**config.mk**
```make
export PLATFORM = sky130hd
export DESIGN_NAME = adcsc_control
export DESIGN_NICKNAME = d
export VERILOG_FILES = /design/src/adcsc_pkg.sv /design/src/adcsc_control.sv /design/src/adcsc_tad_div.sv /design/src/adcsc_sar.sv
export SDC_FILE = /design/constraint.sdc
export NUM_CORES = 1
export LEC_CHECK = 0
export ABC_AREA = 1
export ABC_CLOCK_PERIOD_IN_PS = 2800
export BUFFER_PORTS_ARGS = -buffer_cell sky130_fd_sc_hd__clkbuf_2
export CORE_AREA = 5 5 117 97
export CTS_CLUSTER_DIAMETER = 80
export DETAILED_ROUTE_END_ITERATION = 8
export DIE_AREA = 0 0 122 102
export PLACE_DENSITY = 0.79
export SETUP_SLACK_MARGIN = 0.05
export SLEW_MARGIN = 20
export SYNTH_ARGS = -nofsm -noshare
export SYNTH_HDL_FRONTEND = slang
export SYNTH_SLANG_ARGS = --single-unit
```
**constraint.sdc**
```tcl
create_clock -name clk_i -period 2.8 [get_ports clk_i]
set_input_delay 0.56 -clock clk_i [delete_from_list [all_inputs] [get_ports clk_i]]
set_output_delay 0.56 -clock clk_i [all_outputs]
set_load 0.01 [all_outputs]
```
**src/adcsc_pkg.sv**
```systemverilog
// shared constants, types and register map of the converter sequencer control
package adcsc_pkg;

    // ------------------------------------------------------------
    // register map (byte addresses on the wishbone bus)
    // ------------------------------------------------------------
    localparam logic [7:0] OFS_CTRL_FIRST = 8'h00;
    localparam logic [7:0] OFS_CTRL_SECOND = 8'h04;
    localparam logic [7:0] OFS_RESULT_HIGH = 8'h08;
    localparam logic [7:0] OFS_RESULT_LOW = 8'h0c;
    localparam logic [7:0] OFS_FLAG = 8'h10;

    // ------------------------------------------------------------
    // field positions
    // ------------------------------------------------------------
    localparam int C0_POWER = 0;
    localparam int C0_RSVD = 1;
    localparam int C0_GO = 2;
    localparam int C0_CHAN_LSB = 3;
    localparam int C0_CLK_LSB = 6;
    localparam int C1_PCFG_LSB = 0;
    localparam int C1_RSVD_LSB = 4;
    localparam int C1_CLK_HIGH = 6;
    localparam int C1_JUSTIFY = 7;
    localparam int FL_DONE = 0;
    localparam int FL_IRQ_EN = 1;

    // ------------------------------------------------------------
    // reset values and encodings
    // ------------------------------------------------------------
    localparam logic [7:0] CTRL_FIRST_RST = 8'h00;
    localparam logic [7:0] CTRL_SECOND_RST = 8'h00;
    localparam logic [1:0] CLK_LOW_RC = 2'h3;
    localparam logic [3:0] PCFG_ALL_ANALOG = 4'h0;

    // ------------------------------------------------------------
    // timing
    // ------------------------------------------------------------
    localparam int RES_BITS = 10;
    localparam logic [3:0] CONV_TADS = 4'hc;
    localparam logic [3:0] SAR_FIRST_TAD = 4'h1;
    localparam logic [3:0] SAR_LAST_TAD = 4'ha;
    localparam logic [1:0] GAP_TADS = 2'h2;
    localparam int CLK_PERIOD_PS = 5000;
    localparam int RC_PERIOD_NS = 4000;
    localparam int RC_DIV = (RC_PERIOD_NS * 1000 + CLK_PERIOD_PS - 1) / CLK_PERIOD_PS;

    // ------------------------------------------------------------
    // types
    // ------------------------------------------------------------
    typedef struct packed {
        logic [7:0] analog_mask;
        logic vref_pos_ext;
        logic vref_neg_ext;
    } adcsc_pincfg_t;

    typedef enum logic [2:0] {
        ST_IDLE = 3'b001,
        ST_CONV = 3'b010,
        ST_GAP = 3'b100
    } adcsc_state_t;

endpackage

```
**src/adcsc_control.sv**
```systemverilog
// converter sequencer control: register file, conversion sequencer, pin decode
//
// Added by the designer: the address map and the Wishbone slave port.
`timescale 1ns/100ps
module adcsc_control #(
    parameter int RC_DIVIDE = adcsc_pkg::RC_DIV
) (
    // clock and reset
    input wire logic clk_i,
    input wire logic rst_i,
    // wishbone slave
    input wire logic wb_cyc_i,
    input wire logic wb_stb_i,
    input wire logic wb_we_i,
    input wire logic [7:0] wb_adr_i,
    input wire logic [3:0] wb_sel_i,
    input wire logic [31:0] wb_dat_i,
    output logic [31:0] wb_dat_o,
    output logic wb_ack_o,
    // device state
    input wire logic sleep_i,
    // analog front end
    input wire logic comp_hi_i,
    output logic core_power_o,
    output logic sample_track_o,
    output logic [2:0] channel_o,
    output logic [9:0] dac_code_o,
    // pins, references and flag
    output logic [7:0] pin_analog_o,
    output logic vref_pos_ext_o,
    output logic vref_neg_ext_o,
    output logic done_flag_o,
    output logic done_irq_en_o
);
    // ------------------------------------------------------------
    // declarations
    // ------------------------------------------------------------
    logic [7:0] ctrl0_r;
    logic [7:0] ctrl1_r;
    logic [7:0] res_hi_r;
    logic [7:0] res_lo_r;
    logic flag_r;
    logic irq_en_r;
    adcsc_pkg::adcsc_state_t state_r;
    logic [3:0] tad_cnt_r;
    logic [1:0] gap_cnt_r;
    logic sar_start_r;
    logic tick;
    logic rc_sel;
    logic wr_hit;
    logic wr_c0;
    logic wr_c1;
    logic wr_hi;
    logic wr_lo;
    logic wr_fl;
    logic complete;
    logic sleep_abort;
    logic sar_step;
    logic [9:0] sar_code;
    logic [15:0] just_word;
    logic [31:0] rd_word;
    adcsc_pkg::adcsc_pincfg_t pincfg;

    // ------------------------------------------------------------
    // wishbone slave
    // ------------------------------------------------------------
    // writes land on the edge that raises ack; only the low byte lane carries data
    assign wr_hit = wb_cyc_i && wb_stb_i && wb_we_i && !wb_ack_o && wb_sel_i[0];
    assign wr_c0 = wr_hit && (wb_adr_i[7:2] == adcsc_pkg::OFS_CTRL_FIRST[7:2]);
    assign wr_c1 = wr_hit && (wb_adr_i[7:2] == adcsc_pkg::OFS_CTRL_SECOND[7:2]);
    assign wr_hi = wr_hit && (wb_adr_i[7:2] == adcsc_pkg::OFS_RESULT_HIGH[7:2]);
    assign wr_lo = wr_hit && (wb_adr_i[7:2] == adcsc_pkg::OFS_RESULT_LOW[7:2]);
    assign wr_fl = wr_hit && (wb_adr_i[7:2] == adcsc_pkg::OFS_FLAG[7:2]);

    // read mux, unmapped addresses answer zero
    always_comb begin
        rd_word = 32'h0000_0000;
        case (wb_adr_i[7:2])
            adcsc_pkg::OFS_CTRL_FIRST[7:2]: rd_word[7:0] = ctrl0_r;
            adcsc_pkg::OFS_CTRL_SECOND[7:2]: rd_word[7:0] = ctrl1_r;
            adcsc_pkg::OFS_RESULT_HIGH[7:2]: rd_word[7:0] = res_hi_r;
            adcsc_pkg::OFS_RESULT_LOW[7:2]: rd_word[7:0] = res_lo_r;
            adcsc_pkg::OFS_FLAG[7:2]: rd_word[1:0] = {irq_en_r, flag_r};
            default: rd_word = 32'h0000_0000;
        endcase
    end

    // single-wait ack, dropped the cycle after it is given
    always_ff @(posedge clk_i) begin
        if (rst_i) begin
            wb_ack_o <= 1'b0;
            wb_dat_o <= 32'h0000_0000;
        end else begin
            wb_ack_o <= wb_cyc_i && wb_stb_i && !wb_ack_o;
            wb_dat_o <= rd_word;
        end
    end

    // ------------------------------------------------------------
    // control registers
    // ------------------------------------------------------------
    // reset restores control
    always_ff @(posedge clk_i) begin
        if (rst_i) begin
            ctrl0_r <= adcsc_pkg::CTRL_FIRST_RST;
        end else begin
            if (wr_c0) begin
                ctrl0_r[7:3] <= wb_dat_i[7:3];
                ctrl0_r[adcsc_pkg::C0_POWER] <= wb_dat_i[adcsc_pkg::C0_POWER];
            end
            ctrl0_r[adcsc_pkg::C0_RSVD] <= 1'b0;
            if (!ctrl0_r[adcsc_pkg::C0_POWER] || complete || sleep_abort) begin
                ctrl0_r[adcsc_pkg::C0_GO] <= 1'b0;
            end else if (wr_c0) begin
                ctrl0_r[adcsc_pkg::C0_GO] <= wb_dat_i[adcsc_pkg::C0_GO];
            end
        end
    end

    // bits five and four held zero
    always_ff @(posedge clk_i) begin
        if (rst_i) begin
            ctrl1_r <= adcsc_pkg::CTRL_SECOND_RST;
        end else if (wr_c1) begin
            ctrl1_r <= {wb_dat_i[7:6], 2'h0, wb_dat_i[3:0]};
        end
    end

    // done flag: hardware set wins over a software clear in the same cycle
    always_ff @(posedge clk_i) begin
        if (rst_i) begin
            flag_r <= 1'b0;
            irq_en_r <= 1'b0;
        end else begin
            if (complete) begin
                flag_r <= 1'b1;
            end else if (wr_fl) begin
                flag_r <= wb_dat_i[adcsc_pkg::FL_DONE];
            end
            if (wr_fl) begin
                irq_en_r <= wb_dat_i[adcsc_pkg::FL_IRQ_EN];
            end
        end
    end

    // ------------------------------------------------------------
    // result pair
    // ------------------------------------------------------------
    // justify set: right aligned, upper zeros; justify clear: left aligned, lower zeros
    assign just_word = ctrl1_r[adcsc_pkg::C1_JUSTIFY] ? {6'h00, sar_code} : {sar_code, 6'h00};

    // no reset term, content after power-up is unknown
    // hardware load beats a software write in the same cycle
    always_ff @(posedge clk_i) begin
        if (complete) begin
            res_hi_r <= just_word[15:8];
            res_lo_r <= just_word[7:0];
        end else begin
            if (wr_hi) begin
                res_hi_r <= wb_dat_i[7:0];
            end
            if (wr_lo) begin
                res_lo_r <= wb_dat_i[7:0];
            end
        end
    end

    // ------------------------------------------------------------
    // conversion sequencer
    // ------------------------------------------------------------
    // clock code, high bit above low pair
    adcsc_tad_div #(
        .RC_DIVIDE(RC_DIVIDE)
    ) u_tad_div (
        .clk_i(clk_i),
        .rst_i(rst_i),
        .run_i(ctrl0_r[adcsc_pkg::C0_POWER]),
        .sleep_i(sleep_i),
        .sel_i({ctrl1_r[adcsc_pkg::C1_CLK_HIGH], ctrl0_r[7:6]}),
        .tick_o(tick),
        .rc_sel_o(rc_sel)
    );

    assign complete = (state_r == adcsc_pkg::ST_CONV) && tick && ctrl0_r[adcsc_pkg::C0_GO]
                      && (tad_cnt_r == adcsc_pkg::CONV_TADS - 4'h1);
    assign sleep_abort = (state_r == adcsc_pkg::ST_CONV) && sleep_i && !rc_sel;
    assign sar_step = (state_r == adcsc_pkg::ST_CONV) && tick
                      && tad_cnt_r >= adcsc_pkg::SAR_FIRST_TAD && tad_cnt_r <= adcsc_pkg::SAR_LAST_TAD;

    adcsc_sar #(
        .WIDTH(adcsc_pkg::RES_BITS)
    ) u_sar (
        .clk_i(clk_i),
        .rst_i(rst_i),
        .start_i(sar_start_r),
        .step_i(sar_step),
        .comp_hi_i(comp_hi_i),
        .code_o(sar_code)
    );

    // idle acquires; a go set during the gap waits for the gap to pass
    always_ff @(posedge clk_i) begin
        if (rst_i || !ctrl0_r[adcsc_pkg::C0_POWER]) begin
            state_r <= adcsc_pkg::ST_IDLE;
            tad_cnt_r <= 4'h0;
            gap_cnt_r <= 2'h0;
            sar_start_r <= 1'b0;
        end else begin
            sar_start_r <= 1'b0;
            case (state_r)
                adcsc_pkg::ST_IDLE: begin
                    if (ctrl0_r[adcsc_pkg::C0_GO]) begin
                        state_r <= adcsc_pkg::ST_CONV;
                        tad_cnt_r <= 4'h0;
                        sar_start_r <= 1'b1;
                    end
                end
                adcsc_pkg::ST_CONV: begin
                    if (!ctrl0_r[adcsc_pkg::C0_GO] || complete || sleep_abort) begin
                        state_r <= adcsc_pkg::ST_GAP;
                        gap_cnt_r <= 2'h0;
                    end else if (tick) begin
                        tad_cnt_r <= tad_cnt_r + 4'h1;
                    end
                end
                adcsc_pkg::ST_GAP: begin
                    if (tick && gap_cnt_r == adcsc_pkg::GAP_TADS - 2'h1) begin
                        state_r <= adcsc_pkg::ST_IDLE;
                    end else if (tick) begin
                        gap_cnt_r <= gap_cnt_r + 2'h1;
                    end
                end
                default: state_r <= adcsc_pkg::ST_IDLE;
            endcase
        end
    end

    // ------------------------------------------------------------
    // pin configuration decode
    // ------------------------------------------------------------
    // per-pin analog mask and references
    always_comb begin
        case (ctrl1_r[3:0])
            4'h0: pincfg = '{8'hff, 1'b0, 1'b0};
            4'h1: pincfg = '{8'hff, 1'b1, 1'b0};
            4'h2: pincfg = '{8'h1f, 1'b0, 1'b0};
            4'h3: pincfg = '{8'h1f, 1'b1, 1'b0};
            4'h4: pincfg = '{8'h0b, 1'b0, 1'b0};
            4'h5: pincfg = '{8'h0b, 1'b1, 1'b0};
            4'h6: pincfg = '{8'h00, 1'b0, 1'b0};
            4'h7: pincfg = '{8'h00, 1'b0, 1'b0};
            4'h8: pincfg = '{8'hff, 1'b1, 1'b1};
            4'h9: pincfg = '{8'h3f, 1'b0, 1'b0};
            4'ha: pincfg = '{8'h3f, 1'b1, 1'b0};
            4'hb: pincfg = '{8'h3f, 1'b1, 1'b1};
            4'hc: pincfg = '{8'h1f, 1'b1, 1'b1};
            4'hd: pincfg = '{8'h0f, 1'b1, 1'b1};
            4'he: pincfg = '{8'h01, 1'b0, 1'b0};
            default: pincfg = '{8'h0d, 1'b1, 1'b1};
        endcase
    end

    // outputs from flops; the hold switch opens for the whole conversion
    always_ff @(posedge clk_i) begin
        if (rst_i) begin
            pin_analog_o <= 8'hff;
            vref_pos_ext_o <= 1'b0;
            vref_neg_ext_o <= 1'b0;
            core_power_o <= 1'b0;
            sample_track_o <= 1'b0;
            channel_o <= 3'h0;
            dac_code_o <= 10'h000;
            done_flag_o <= 1'b0;
            done_irq_en_o <= 1'b0;
        end else begin
            pin_analog_o <= pincfg.analog_mask;
            vref_pos_ext_o <= pincfg.vref_pos_ext;
            vref_neg_ext_o <= pincfg.vref_neg_ext;
            core_power_o <= ctrl0_r[adcsc_pkg::C0_POWER];
            sample_track_o <= ctrl0_r[adcsc_pkg::C0_POWER] && state_r == adcsc_pkg::ST_IDLE;
            channel_o <= ctrl0_r[5:3];
            dac_code_o <= sar_code;
            done_flag_o <= flag_r;
            done_irq_en_o <= irq_en_r;
        end
    end

    // ------------------------------------------------------------
    // assertions
    // ------------------------------------------------------------
    logic [3:0] conv_ticks_r;
    logic [1:0] gap_ticks_r;
    always_ff @(posedge clk_i) begin
        if (rst_i || state_r != adcsc_pkg::ST_CONV) begin
            conv_ticks_r <= 4'h0;
        end else if (tick && conv_ticks_r != 4'hf) begin
            conv_ticks_r <= conv_ticks_r + 4'h1;
        end
        if (rst_i || state_r != adcsc_pkg::ST_GAP) begin
            gap_ticks_r <= 2'h0;
        end else if (tick && gap_ticks_r != 2'h3) begin
            gap_ticks_r <= gap_ticks_r + 2'h1;
        end
    end
endmodule

```
**src/adcsc_tad_div.sv**
```systemverilog
// conversion bit-period enable generator, oscillator divider or internal rc
`timescale 1ns/100ps
module adcsc_tad_div #(
    parameter int RC_DIVIDE = adcsc_pkg::RC_DIV
) (
    // clock and reset
    input wire logic clk_i,
    input wire logic rst_i,
    // control
    input wire logic run_i,
    input wire logic sleep_i,
    input wire logic [2:0] sel_i,
    // enable pulse and rc source select
    output logic tick_o,
    output logic rc_sel_o
);
    logic [5:0] osc_cnt_r;
    logic [15:0] rc_cnt_r;
    logic [5:0] osc_last;
    logic rc_sel;

    // divide ratio minus one from the three-bit code
    always_comb begin
        case (sel_i)
            3'h0: osc_last = 6'h01;
            3'h1: osc_last = 6'h07;
            3'h2: osc_last = 6'h1f;
            3'h4: osc_last = 6'h03;
            3'h5: osc_last = 6'h0f;
            3'h6: osc_last = 6'h3f;
            default: osc_last = 6'h3f;
        endcase
    end
    assign rc_sel = (sel_i[1:0] == adcsc_pkg::CLK_LOW_RC);

    // oscillator divider stops in sleep, the rc source keeps running
    always_ff @(posedge clk_i) begin
        if (rst_i || !run_i || rc_sel || sleep_i) begin
            osc_cnt_r <= 6'h00;
        end else if (osc_cnt_r >= osc_last) begin
            osc_cnt_r <= 6'h00;
        end else begin
            osc_cnt_r <= osc_cnt_r + 6'h01;
        end
    end

    always_ff @(posedge clk_i) begin
        if (rst_i || !run_i || !rc_sel) begin
            rc_cnt_r <= 16'h0000;
        end else if (rc_cnt_r >= 16'(RC_DIVIDE - 1)) begin
            rc_cnt_r <= 16'h0000;
        end else begin
            rc_cnt_r <= rc_cnt_r + 16'h0001;
        end
    end

    // registered pulse, one clock wide
    always_ff @(posedge clk_i) begin
        if (rst_i) begin
            tick_o <= 1'b0;
            rc_sel_o <= 1'b0;
        end else begin
            tick_o <= run_i && (rc_sel ? (rc_cnt_r >= 16'(RC_DIVIDE - 1))
                                       : (!sleep_i && osc_cnt_r >= osc_last));
            rc_sel_o <= rc_sel;
        end
    end
endmodule

```
**src/adcsc_sar.sv**
```systemverilog
// successive approximation register, one bit decided per step
`timescale 1ns/100ps
module adcsc_sar #(
    parameter int WIDTH = adcsc_pkg::RES_BITS
) (
    // clock and reset
    input wire logic clk_i,
    input wire logic rst_i,
    // sequencing
    input wire logic start_i,
    input wire logic step_i,
    input wire logic comp_hi_i,
    // trial code to the dac and final value
    output logic [WIDTH-1:0] code_o
);
    logic [WIDTH-1:0] probe_r;

    // keep the trial bit when the input is above the dac, then try the next one down
    always_ff @(posedge clk_i) begin
        if (rst_i) begin
            code_o <= '0;
            probe_r <= '0;
        end else if (start_i) begin
            probe_r <= {1'b1, {(WIDTH-1){1'b0}}};
            code_o <= {1'b1, {(WIDTH-1){1'b0}}};
        end else if (step_i && probe_r != '0) begin
            probe_r <= probe_r >> 1;
            code_o <= (comp_hi_i ? code_o : (code_o & ~probe_r)) | (probe_r >> 1);
        end
    end
endmodule

```
==> implementation parameters, run 1 <==
Parameter                              Value

Placement
  Weighted congestion at the end of routability-driven global placement    0.832
  Port Buffer Count    57
  Pre-CTS setup slack    403 ps
  Estimated wirelength of the detail-placed design    7.81 mm

GRT
  Number of global-route vias before repair    4142
  Initial antenna violation count    0
  Maximum number of pins on one net before global-route repair    28
  Global route overflow    0
  Global-route total usage across every layer    18.6%
  Global-route wire length before repair    18.5 mm

Clock network
  Count of buffers added by post-CTS timing repair for setup    0
  Number of buffers inserted for hold repair after clock tree synthesis    0
  Root cell of the clock tree    sky130_fd_sc_hd__clkbuf_16
  Reg clk slew, reported paths    50 ps
  Maximum clock insertion buffer count    2
  Inserted Clock Buffers    17
  Number of H-tree levels    4
  Clock sink total    120
  Clock Latency Late Sink    410 ps
  CTS tree    built
  Post-cts sizing count    0

Drt
  Antenna-violating nets left    0
  Drt initial violations    445
  DRC violation count after routing    0
  Length of the first detailed-routing pass in iterations    5
  Vias per inst    5.01
  Total detailed-routing wirelength    11.0 mm
  Number of vias in the routed layout    4401
  Routed wirelength normalized by instance count    12.5 microns

Logic synthesis
  Syn Inst Count    659
  Flip-flop and latch count after synthesis    120
  Area share of the largest cell type after synthesis    39.7%
  Most used DFF post-synth    sky130_fd_sc_hd__dfxtp_1
  Ys Warns    0
  Post-synth design cell area    5250 sq um
  Number of synthesized flops with an enable pin    16
  Mapped Avg Cell Area    7.96 sq um
  Sequential fraction of the synthesis area    48.8%
  Fraction of synthesis flops using an asynchronous set or reset pin    0%
  Number of distinct library cells after synthesis    37
  Most repeated cell in the gate-level netlist after synthesis    sky130_fd_sc_hd__nand2_1
  Most used standard cells in the synthesized netlist    sky130_fd_sc_hd__nand2_1 (115), sky130_fd_sc_hd__dfxtp_1 (104), sky130_fd_sc_hd__inv_1 (84), sky130_fd_sc_hd__nor2_1 (79), sky130_fd_sc_hd__a21oi_1 (46)
  Cell taking the most area after synthesis    sky130_fd_sc_hd__dfxtp_1
  Most area-consuming cells after synthesis    sky130_fd_sc_hd__dfxtp_1 (40%), sky130_fd_sc_hd__edfxtp_1 (9.2%), sky130_fd_sc_hd__nand2_1 (8.2%)

Critical path
  CP Capture Type    flop
  Crit path kind    flop to flop
  Max stage delay on crit path    450 ps
  CP Cell Sequence    ha_1, nand4_1, nor2_4, inv_2, o21ai_1
  Data arrival time of the critical path    2140 ps
  Element type at the critical path start    flop
  Endpoint required time on the critical path    2840 ps
  Maximum fanout along the worst path    24
  Cell with the biggest individual delay on the critical path    sky130_fd_sc_hd__o21ai_1

Outcome
  Result of the run    finished clean

Worst hold path
  Worst min path class    input pin to flop

Power
  Power share of the clock group    53.5%
  Sequential Power Share    44.3%
  Reported leakage power    2.61 nW
  VDD IR-drop max    0.322 mV
  Power Density    643 nW/um^2
  Combinational power share    2.2%
  Switching power    0.000828 W
  Proportion of total power due to net switching    20.9%
  Total power of the final layout    0.00396 W
  P_int    0.00313 W

Layout
  P&R area growth vs syn    17.3%
  Number of nets in the layout    793
  Proportion of layout cells with a drive suffix above 1    15.0%
  Antenna diode count    0

Floorplanning
  Site Rows    33
  Horiz. Die Dim    122 microns
  Die Y-Extent    102 microns
  Die Footprint    12400 sq um
  Starting utilization of the core area    52.3%
  I/O pin total    111
  Floorplan core area    10000 sq um

STA
  Total negative slack    0 ps
  Period utilisation layout    75.0%
  Final Worst Setup Slack    699 ps
  Transition time at the pin with the least slew margin    721 ps
  Final worst clock skew    9.18 ps
  Setup violators final    0
  Worst slew slack as a fraction of its limit    51.6%
  Min Clock Period, post-route    2100 ps
  Final hold violation count    0
  Count of final max-slew check failures    0
  Highest achievable clock rate    476 MHz
  Unrepaired setup endpoints after global routing    false

Run
  Count of max-cap constraint violations    0
-- worst max-delay path, delay by kind of cell (launching register included) --
| family | cells | cell delay [ps] |
|---|---|---|
| adders and majority gates | 1 | 270 |
| buffers and inverters | 1 | 210 |
| DFF | 1 | 400 |
| and+or+nand+nor | 2 | 410 |
| AOI/OAI and AO/OA | 1 | 450 |
-- kinds of logic after synthesis --
kind of cell | share of synthesized area [%]
buffers and inverters | 11.7
adders and majority gates | 3.81
DFF | 48.8
AOI/OAI and AO/OA | 12.4
xor gates and xnor gates | 0.834
other | 0.0714
and+or+nand+nor | 22.4
-- layout make-up --
type	instances	area [sq um]
multi-input cells	437	2180
inverters	88	330
repair buffers	62	323
flip-flops and latches	120	2560
clock buffers	21	460
well taps	140	175
fillers	845	3880
clock inverters	11	123
-- placed cells by master (no fill, tap or decap), drive strengths merged --
master / count
nand2: 116
dfxtp: 104
inv: 90
nor2: 81
clkbuf: 78
a21oi: 46
nand3: 44
o21ai: 41
conb: 30
ha: 16
edfxtp: 16
o31ai: 12
nand4: 12
nor3: 8
o211ai: 7
or2: 6
o22ai: 5
buf: 5
clkinv: 5
xor2: 4
a21o: 2
bufinv: 2
clkinvlp: 2
and3: 1
a211oi: 1
a41oi: 1
nor4: 1
o2bb2ai: 1
nor3b: 1
xnor2: 1
-- path summary, 6_finish.rpt --
kind | startpoint | endpoint | slack (ps) | depth (start not counted)
min reg2reg | ctrl0_r[3] | channel_o[0] | 460 | 2
max | tad_cnt_r[1] | res_lo_r[6] | 700 | 5
max reg2reg | tad_cnt_r[1] | res_lo_r[6] | 700 | 5
min | wb_cyc_i | wb_ack_o | 380 | 3
-- metrics by stage --
stage	instance area [sq um]	instances	utilization, %	hold WS (ps)
floorplan	5360	688	-	425
global placement	5570	847	55.6	442
detailed placement	5570	847	55.6	451
CTS	6160	879	61.4	375
global route	6160	879	61.4	384
finish	6160	879	61.4	378
-- layer usage --
metal	track usage (%)	wire, microns	part of all wire [%]	vias to the layer above
met5	0	0	0	-
met3	6.14	667	6.1	17
met1	22.0	4910	45	2022
met4	7.49	146	1.3	0
li1	-	-	-	2229
met2	31.6	5300	48	133
-- power by group through the flow --
stage	clock network (W)	registers [W]	logic [W]
global route	0.00224	0.00175	0.0000988
floorplan	0	0.00179	0.0000765
finish	0.00212	0.00175	0.0000879
global placement	0	0.00179	0.0000837
detailed placement	0	0.00179	0.0000852
CTS	0.00215	0.00175	0.0000859
-- registers in the layout, indices dropped and copies added (netlist names), 6 cells and up --
name	cells
u_tad_div.rc_cnt_r	16
dac_code_o	10
u_sar.code_o	10
u_sar.probe_r	10
res_hi_r	8
res_lo_r	8
wb_dat_o	8
ctrl0_r	7
pin_analog_o	7
ctrl1_r	6
u_tad_div.osc_cnt_r	6
No activity file was read; power rests on OpenSTA's default activity.
==> run 2, diff against run 1 <==
Settings changed: ABC_CLOCK_PERIOD_IN_PS 2800 to 1850, CORE_AREA 5 5 117 97 to 5 5 122 101, DIE_AREA 0 0 122 102 to 0 0 127 106, PLACE_DENSITY 0.79 to 0.77.
Clock period 2.8 ns to 1.85 ns, I/O delays scaled along.
==> implementation parameters, run 2 (synthesized netlist as in run 1, its figures left out) <==
Parameter                              Value

Layout
  Fillcell total    1004 (+19%)
  Number of nets in the layout    799 (+0.76%)
  Multi-input logic area    2210 sq um (+1.0%)
  Top library cells by usage in the layout, fill and taps aside    sky130_fd_sc_hd__nand2_1 (115), sky130_fd_sc_hd__dfxtp_1 (102), sky130_fd_sc_hd__inv_1 (84)
  Util after Layout    56.0% (-5.3 points)
  Largest register FFs    16 (unchanged)
  Reg area    2560 sq um (about the same)
  P&R area growth vs syn    18.7%
  Biggest register    u_tad_div.rc_cnt_r
  Proportion of layout cells with a drive suffix above 1    16.3% (+1.2 points)
  Antenna diode count    0 (unchanged)
  Finished Cell Area    6230 sq um (+1.2%)
  Most common library cell in the layout ignoring fill and taps    sky130_fd_sc_hd__nand2_1

GRT
  Global route overflow    0 (unchanged)
  Initial antenna violation count    0 (unchanged)
  Maximum number of pins on one net before global-route repair    25 (-11%)
  Number of global-route vias before repair    3962 (-4.3%)
  Global-route wire length before repair    18.0 mm (-2.3%)
  Global-route total usage across every layer    16.5% (-2.1 points)

Worst hold path
  Worst min path class    input pin to flop

Floorplanning
  Site Rows    35 (+6.1%)
  Horiz. Die Dim    127 microns (+4.1%)
  Die Footprint    13500 sq um (+8.2%)
  Floorplan core area    11100 sq um (+11%)
  Starting utilization of the core area    47.2% (-5.1 points)
  I/O pin total    111 (unchanged)
  Die Y-Extent    106 microns (+3.9%)

STA
  Unrepaired setup endpoints after global routing    true
  Setup violators final    0 (unchanged)
  Total negative slack    0 ps (unchanged)
  Min Clock Period, post-route    1660 ps (-437 ps)
  Hold Slack    180 ps (-198 ps)
  Count of final max-slew check failures    0 (unchanged)
  Final worst clock skew    10.9 ps (+1.74 ps)
  Worst slew slack as a fraction of its limit    66.4% (+15 points)
  Transition time at the pin with the least slew margin    503 ps (-218 ps)
  Final hold violation count    0 (unchanged)
  Highest achievable clock rate    601 MHz (+26%)
  Period utilisation layout    89.9% (+15 points)

Critical path
  Endpoint required time on the critical path    2130 ps (-710 ps)
  Crit path kind    flop to flop
  CP Cell Sequence    nor2_1, nand4_1, inv_1, nand2_1, o21ai_0, a21oi_1
  Cell with the biggest individual delay on the critical path    sky130_fd_sc_hd__dfxtp_1
  Max stage delay on crit path    310 ps (-140 ps)
  Element type at the critical path start    flop
  CP Capture Type    flop
  Data arrival time of the critical path    1940 ps (-200 ps)
  Maximum fanout along the worst path    14 (-42%)

Clock network
  Maximum clock insertion buffer count    2 (unchanged)
  CTS tree    built
  Number of buffers inserted for hold repair after clock tree synthesis    0 (unchanged)
  Inserted Clock Buffers    17 (unchanged)
  Count of buffers added by post-CTS timing repair for setup    0 (unchanged)
  Number of H-tree levels    4 (unchanged)
  Clock Latency Late Sink    410 ps (about the same)
  Root cell of the clock tree    sky130_fd_sc_hd__clkbuf_16
  Reg clk slew, reported paths    50 ps (about the same)
  Clock sink total    120 (unchanged)

Drt
  Routed wirelength normalized by instance count    12.2 microns (-2.7%)
  Antenna-violating nets left    0 (unchanged)
  DRC violation count after routing    0 (unchanged)
  Drt initial violations    296 (-33%)
  Number of vias in the routed layout    4326 (-1.7%)
  Length of the first detailed-routing pass in iterations    5 (unchanged)
  Vias per inst    4.85 (-3.1%)
  Total detailed-routing wirelength    10.9 mm (-1.2%)

Power
  Power Density    957 nW/um^2 (+49%)
  VDD IR-drop max    0.620 mV (+92%)
  Reported leakage power    2.66 nW (+1.8%)
  Total power of the final layout    0.00596 W (+51%)

Placement
  Weighted congestion at the end of routability-driven global placement    0.857 (+3.1%)
  Port Buffer Count    57 (unchanged)
  Estimated wirelength of the detail-placed design    7.59 mm (-2.8%)
  Area after DPL    5640 sq um (+1.1%)

Outcome
  Result of the run    finished clean

Run
  Count of max-cap constraint violations    0 (unchanged)
run 2: cell count changes in the layout (fill, tap and decap cells not counted), moves of 2 or more:
cell / previous run / this run
sky130_fd_sc_hd__buf_4: 5 / 11
sky130_fd_sc_hd__clkbuf_8: 2 / 4
sky130_fd_sc_hd__clkinv_4: 2 / 0
sky130_fd_sc_hd__dfxtp_1: 104 / 102
sky130_fd_sc_hd__dfxtp_2: 0 / 2
run 2: where the power goes:
part	leakage [nW]	switching, W	internal, W	total, W
registers	0.985	0.00000323	0.00265	0.00265
logic	1.39	0.0000960	0.0000397	0.000136
clock network	0.283	0.00112	0.00205	0.00317
run 2: area by class of cell:
class / count / share of cell area, %
clock buffer: 24 / 8.23
clock inverter: 7 / 1.04
inverter: 88 / 5.30
multi-input combinational: 437 / 35.4
sequential: 120 / 41.2
tap: 148 / 2.97
timing repair buffer: 68 / 5.90
run 2: worst max-delay path: cells and delay by family (launching register included):
kind,cells,cell delay (ps)
AND/OR/NAND/NOR,3,720
AO/OA/AOI/OAI,2,350
buffers and inverters,1,160
flip-flops,1,310
run 2: final timing paths:
kind	from	endpoint	slack (ps)	cells after the start
worst max-delay path	wb_ack_o	ctrl0_r[0]	190	6
worst min-delay path	wb_cyc_i	wb_ack_o	180	3
worst max register to register	wb_ack_o	ctrl0_r[0]	190	6
worst min register to register	u_tad_div.rc_cnt_r[0]	u_tad_div.rc_cnt_r[0]	460	1
run 2: metal layers:
metal	track usage, %	vias up	wire [microns]	part of all wire, %
li1	-	2235	-	-
met2	25.8	139	4920	45
met1	21.3	1930	5050	46
met4	8.12	0	213	2.0
met5	0	-	0	0
met3	4.32	22	707	6.5
run 2: stage by stage:
step                      setup WS (ps)  cells
after floorplan                     178    688
after global placement              128    861
after detailed placement           85.9    861
after CTS                           103    892
after global routing               26.7    892
final                               186    892
run 2: what timing repair did:
action                     in CTS  in global routing
setup endpoints to repair       0                 41
resized for setup               0                  5
hold endpoints to repair        0                  0
==> run 3, diff against run 2 <==
Settings changed: RECOVER_POWER set to 100.
==> implementation parameters, run 3 (synthesized netlist as in run 1, its figures left out) <==
Parameter                              Value

Outcome
  Result of the run    finished clean

Placement
  Port Buffer Count    57 (unchanged)
  Weighted congestion at the end of routability-driven global placement    0.857 (unchanged)
  Estimated wirelength of the detail-placed design    7.59 mm (unchanged)
  Number of cells after detailed placement    861 (unchanged)

Clock network
  Clock Latency Late Sink    410 ps (about the same)
  Inserted Clock Buffers    17 (unchanged)
  Number of H-tree levels    4 (unchanged)
  Clock sink total    120 (unchanged)
  Root cell of the clock tree    sky130_fd_sc_hd__clkbuf_16
  CTS tree    built
  Reg clk slew, reported paths    50 ps (about the same)
  Maximum clock insertion buffer count    2 (unchanged)

Worst hold path
  HP Start    wb_cyc_i
  Worst min path class    input pin to flop
  Hold path cells    3 (unchanged)
  Min-Delay Endpoint    wb_ack_o

Layout
  Biggest register    u_tad_div.rc_cnt_r
  Reg area    2560 sq um (unchanged)
  Antenna diode count    0 (unchanged)
  Top library cells by usage in the layout, fill and taps aside    sky130_fd_sc_hd__nand2_1 (115), sky130_fd_sc_hd__dfxtp_1 (102), sky130_fd_sc_hd__inv_1 (84)
  Final cell count without fillers    892 (unchanged)
  Proportion of layout cells with a drive suffix above 1    10.6% (-5.6 points)
  P&R area growth vs syn    17.5%
  Util after Layout    55.5% (-0.56 points)
  Largest register FFs    16 (unchanged)
  Number of nets in the layout    799 (unchanged)
  Fillcell total    1036 (+3.2%)
  Multi-input logic area    2200 sq um (-0.23%)
  Most common library cell in the layout ignoring fill and taps    sky130_fd_sc_hd__nand2_1

Drt
  DRC violation count after routing    0 (unchanged)
  Vias per inst    4.85 (about the same)
  Drt initial violations    292 (-1.4%)
  Antenna-violating nets left    0 (unchanged)
  Top Layer Used    met4
  Met3 layer wire length in the routed design    763 microns (+7.9%)
  Routed wire length on met2    4.89 mm (-0.61%)
  Total detailed-routing wirelength    10.9 mm (+0.16%)
  Length of the first detailed-routing pass in iterations    5 (unchanged)
  Number of vias in the routed layout    4325 (-0.023%)
  Routed wirelength normalized by instance count    12.2 microns (+0.16%)
  Routed met1 length    5.02 mm (-0.44%)

Critical path
  Maximum fanout along the worst path    24 (+10)
  CP Cell Sequence    ha_1, nand4_1, nor2_4, inv_2, o21ai_2
  Crit path kind    flop to flop
  Cell with the biggest individual delay on the critical path    sky130_fd_sc_hd__dfxtp_2
  CP Capture Type    flop
  Cell count of the worst reg-to-reg path    5 (-1)
  R2R Path End    res_lo_r[0]
  Endpoint required time on the critical path    1910 ps (-220 ps)
  Max stage delay on crit path    360 ps (+50 ps)
  Data arrival time of the critical path    1740 ps (-200 ps)
  Slack of the worst reg-to-reg path    170 ps (-20 ps)
  Element type at the critical path start    flop
  Launching point of the worst reg2reg path    tad_cnt_r[0]

Floorplanning
  Die Footprint    13500 sq um (unchanged)
  Starting utilization of the core area    47.2% (unchanged)
  Site Rows    35 (unchanged)
  Floorplan core area    11100 sq um (unchanged)
  I/O pin total    111 (unchanged)
  Die Y-Extent    106 microns (unchanged)
  Horiz. Die Dim    127 microns (unchanged)

Power
  Reported leakage power    2.53 nW (-4.8%)
  VDD IR-drop max    0.620 mV (-0.11%)
  Power Density    966 nW/um^2 (+0.91%)

STA
  Unrepaired setup endpoints after global routing    true
  Final worst clock skew    9.29 ps (-1.64 ps)
  Highest achievable clock rate    595 MHz (-0.94%)
  Setup violators final    0 (unchanged)
  Final hold violation count    0 (unchanged)
  Min Clock Period, post-route    1680 ps (+15.8 ps)
  Hold Slack    186 ps (+5.37 ps)
  Period utilisation layout    90.8% (+0.86 points)
  Total negative slack    0 ps (unchanged)
  Transition time at the pin with the least slew margin    775 ps (+272 ps)
  Count of final max-slew check failures    0 (unchanged)
  Worst slew slack as a fraction of its limit    48.3% (-18 points)

GRT
  Initial antenna violation count    0 (unchanged)
  Global-route total usage across every layer    16.5% (unchanged)
  Global route overflow    0 (unchanged)
  Number of global-route vias before repair    3962 (unchanged)
  Maximum number of pins on one net before global-route repair    25 (unchanged)
  Global-route wire length before repair    18.0 mm (unchanged)

Run
  Count of max-cap constraint violations    0 (unchanged)
==> run 3: cell types whose count changed in the layout (fill, tap and decap cells not counted), sizes merged <==
cell / previous run / this run
buf: 11 / 8
clkbuf: 81 / 84
==> run 3: timing repair <==
item | CTS | global route
setup endpoints to repair | 0 | 41
resized for setup | 0 | 5
setup buffers | 0 | 0
hold buffers | 0 | 0
==> run 3: critical path, delay by kind of cell, from the launching register on <==
| kind | cells | cell delay, ps |
|---|---|---|
| simple gates | 2 | 320 |
| flops | 1 | 360 |
| fa+ha+maj | 1 | 230 |
| compound gates | 1 | 240 |
| buf+inv | 1 | 180 |
==> run 3: report_power, final <==
part           switching [W]  internal [W]
Sequential        0.00000321       0.00265
Clock                0.00112       0.00205
Combinational      0.0000956     0.0000379
Total                0.00122       0.00474
==> run 3: metal layers <==
layer  GRT usage, %  up-vias
li1               -     2237
met1           21.3     1915
met2           25.8      152
met3           4.32       21
met4           8.12        0
met5              0        -
==> run 3: worst max path at each step <==
| stage | start | to | slack, ps | cells past startpoint |
|---|---|---|---|---|
| after CTS | tad_cnt_r[0] | res_hi_r[7] | 100 | 5 |
| final | tad_cnt_r[0] | res_lo_r[0] | 170 | 5 |
| after global routing | wb_ack_o | ctrl0_r[0] | 30 | 6 |
| after detailed placement | wb_adr_i[7] | res_hi_r[2] | 90 | 6 |
| after global placement | wb_adr_i[7] | res_hi_r[2] | 130 | 6 |
| after floorplan | wb_adr_i[7] | res_hi_r[0] | 180 | 5 |
==> run 3: stage by stage <==
step                setup slack [ps]  power [W]  instance area, sq um
floorplan                        178    0.00282                  5370
global placement                 128    0.00284                  5640
detailed placement              85.9    0.00284                  5640
CTS                              103    0.00600                  6210
global route                    26.8    0.00613                  6170
finish                           170    0.00596                  6170
==> run 3: cell type report <==
type,count,area share (%)
Clock buffer,24,8.31
Sequential cell,120,41.6
Inverter,88,5.35
Clock inverter,7,1.05
Tap cell,148,3.00
Multi-Input combinational cell,437,35.7
Timing Repair Buffer,68,5.03
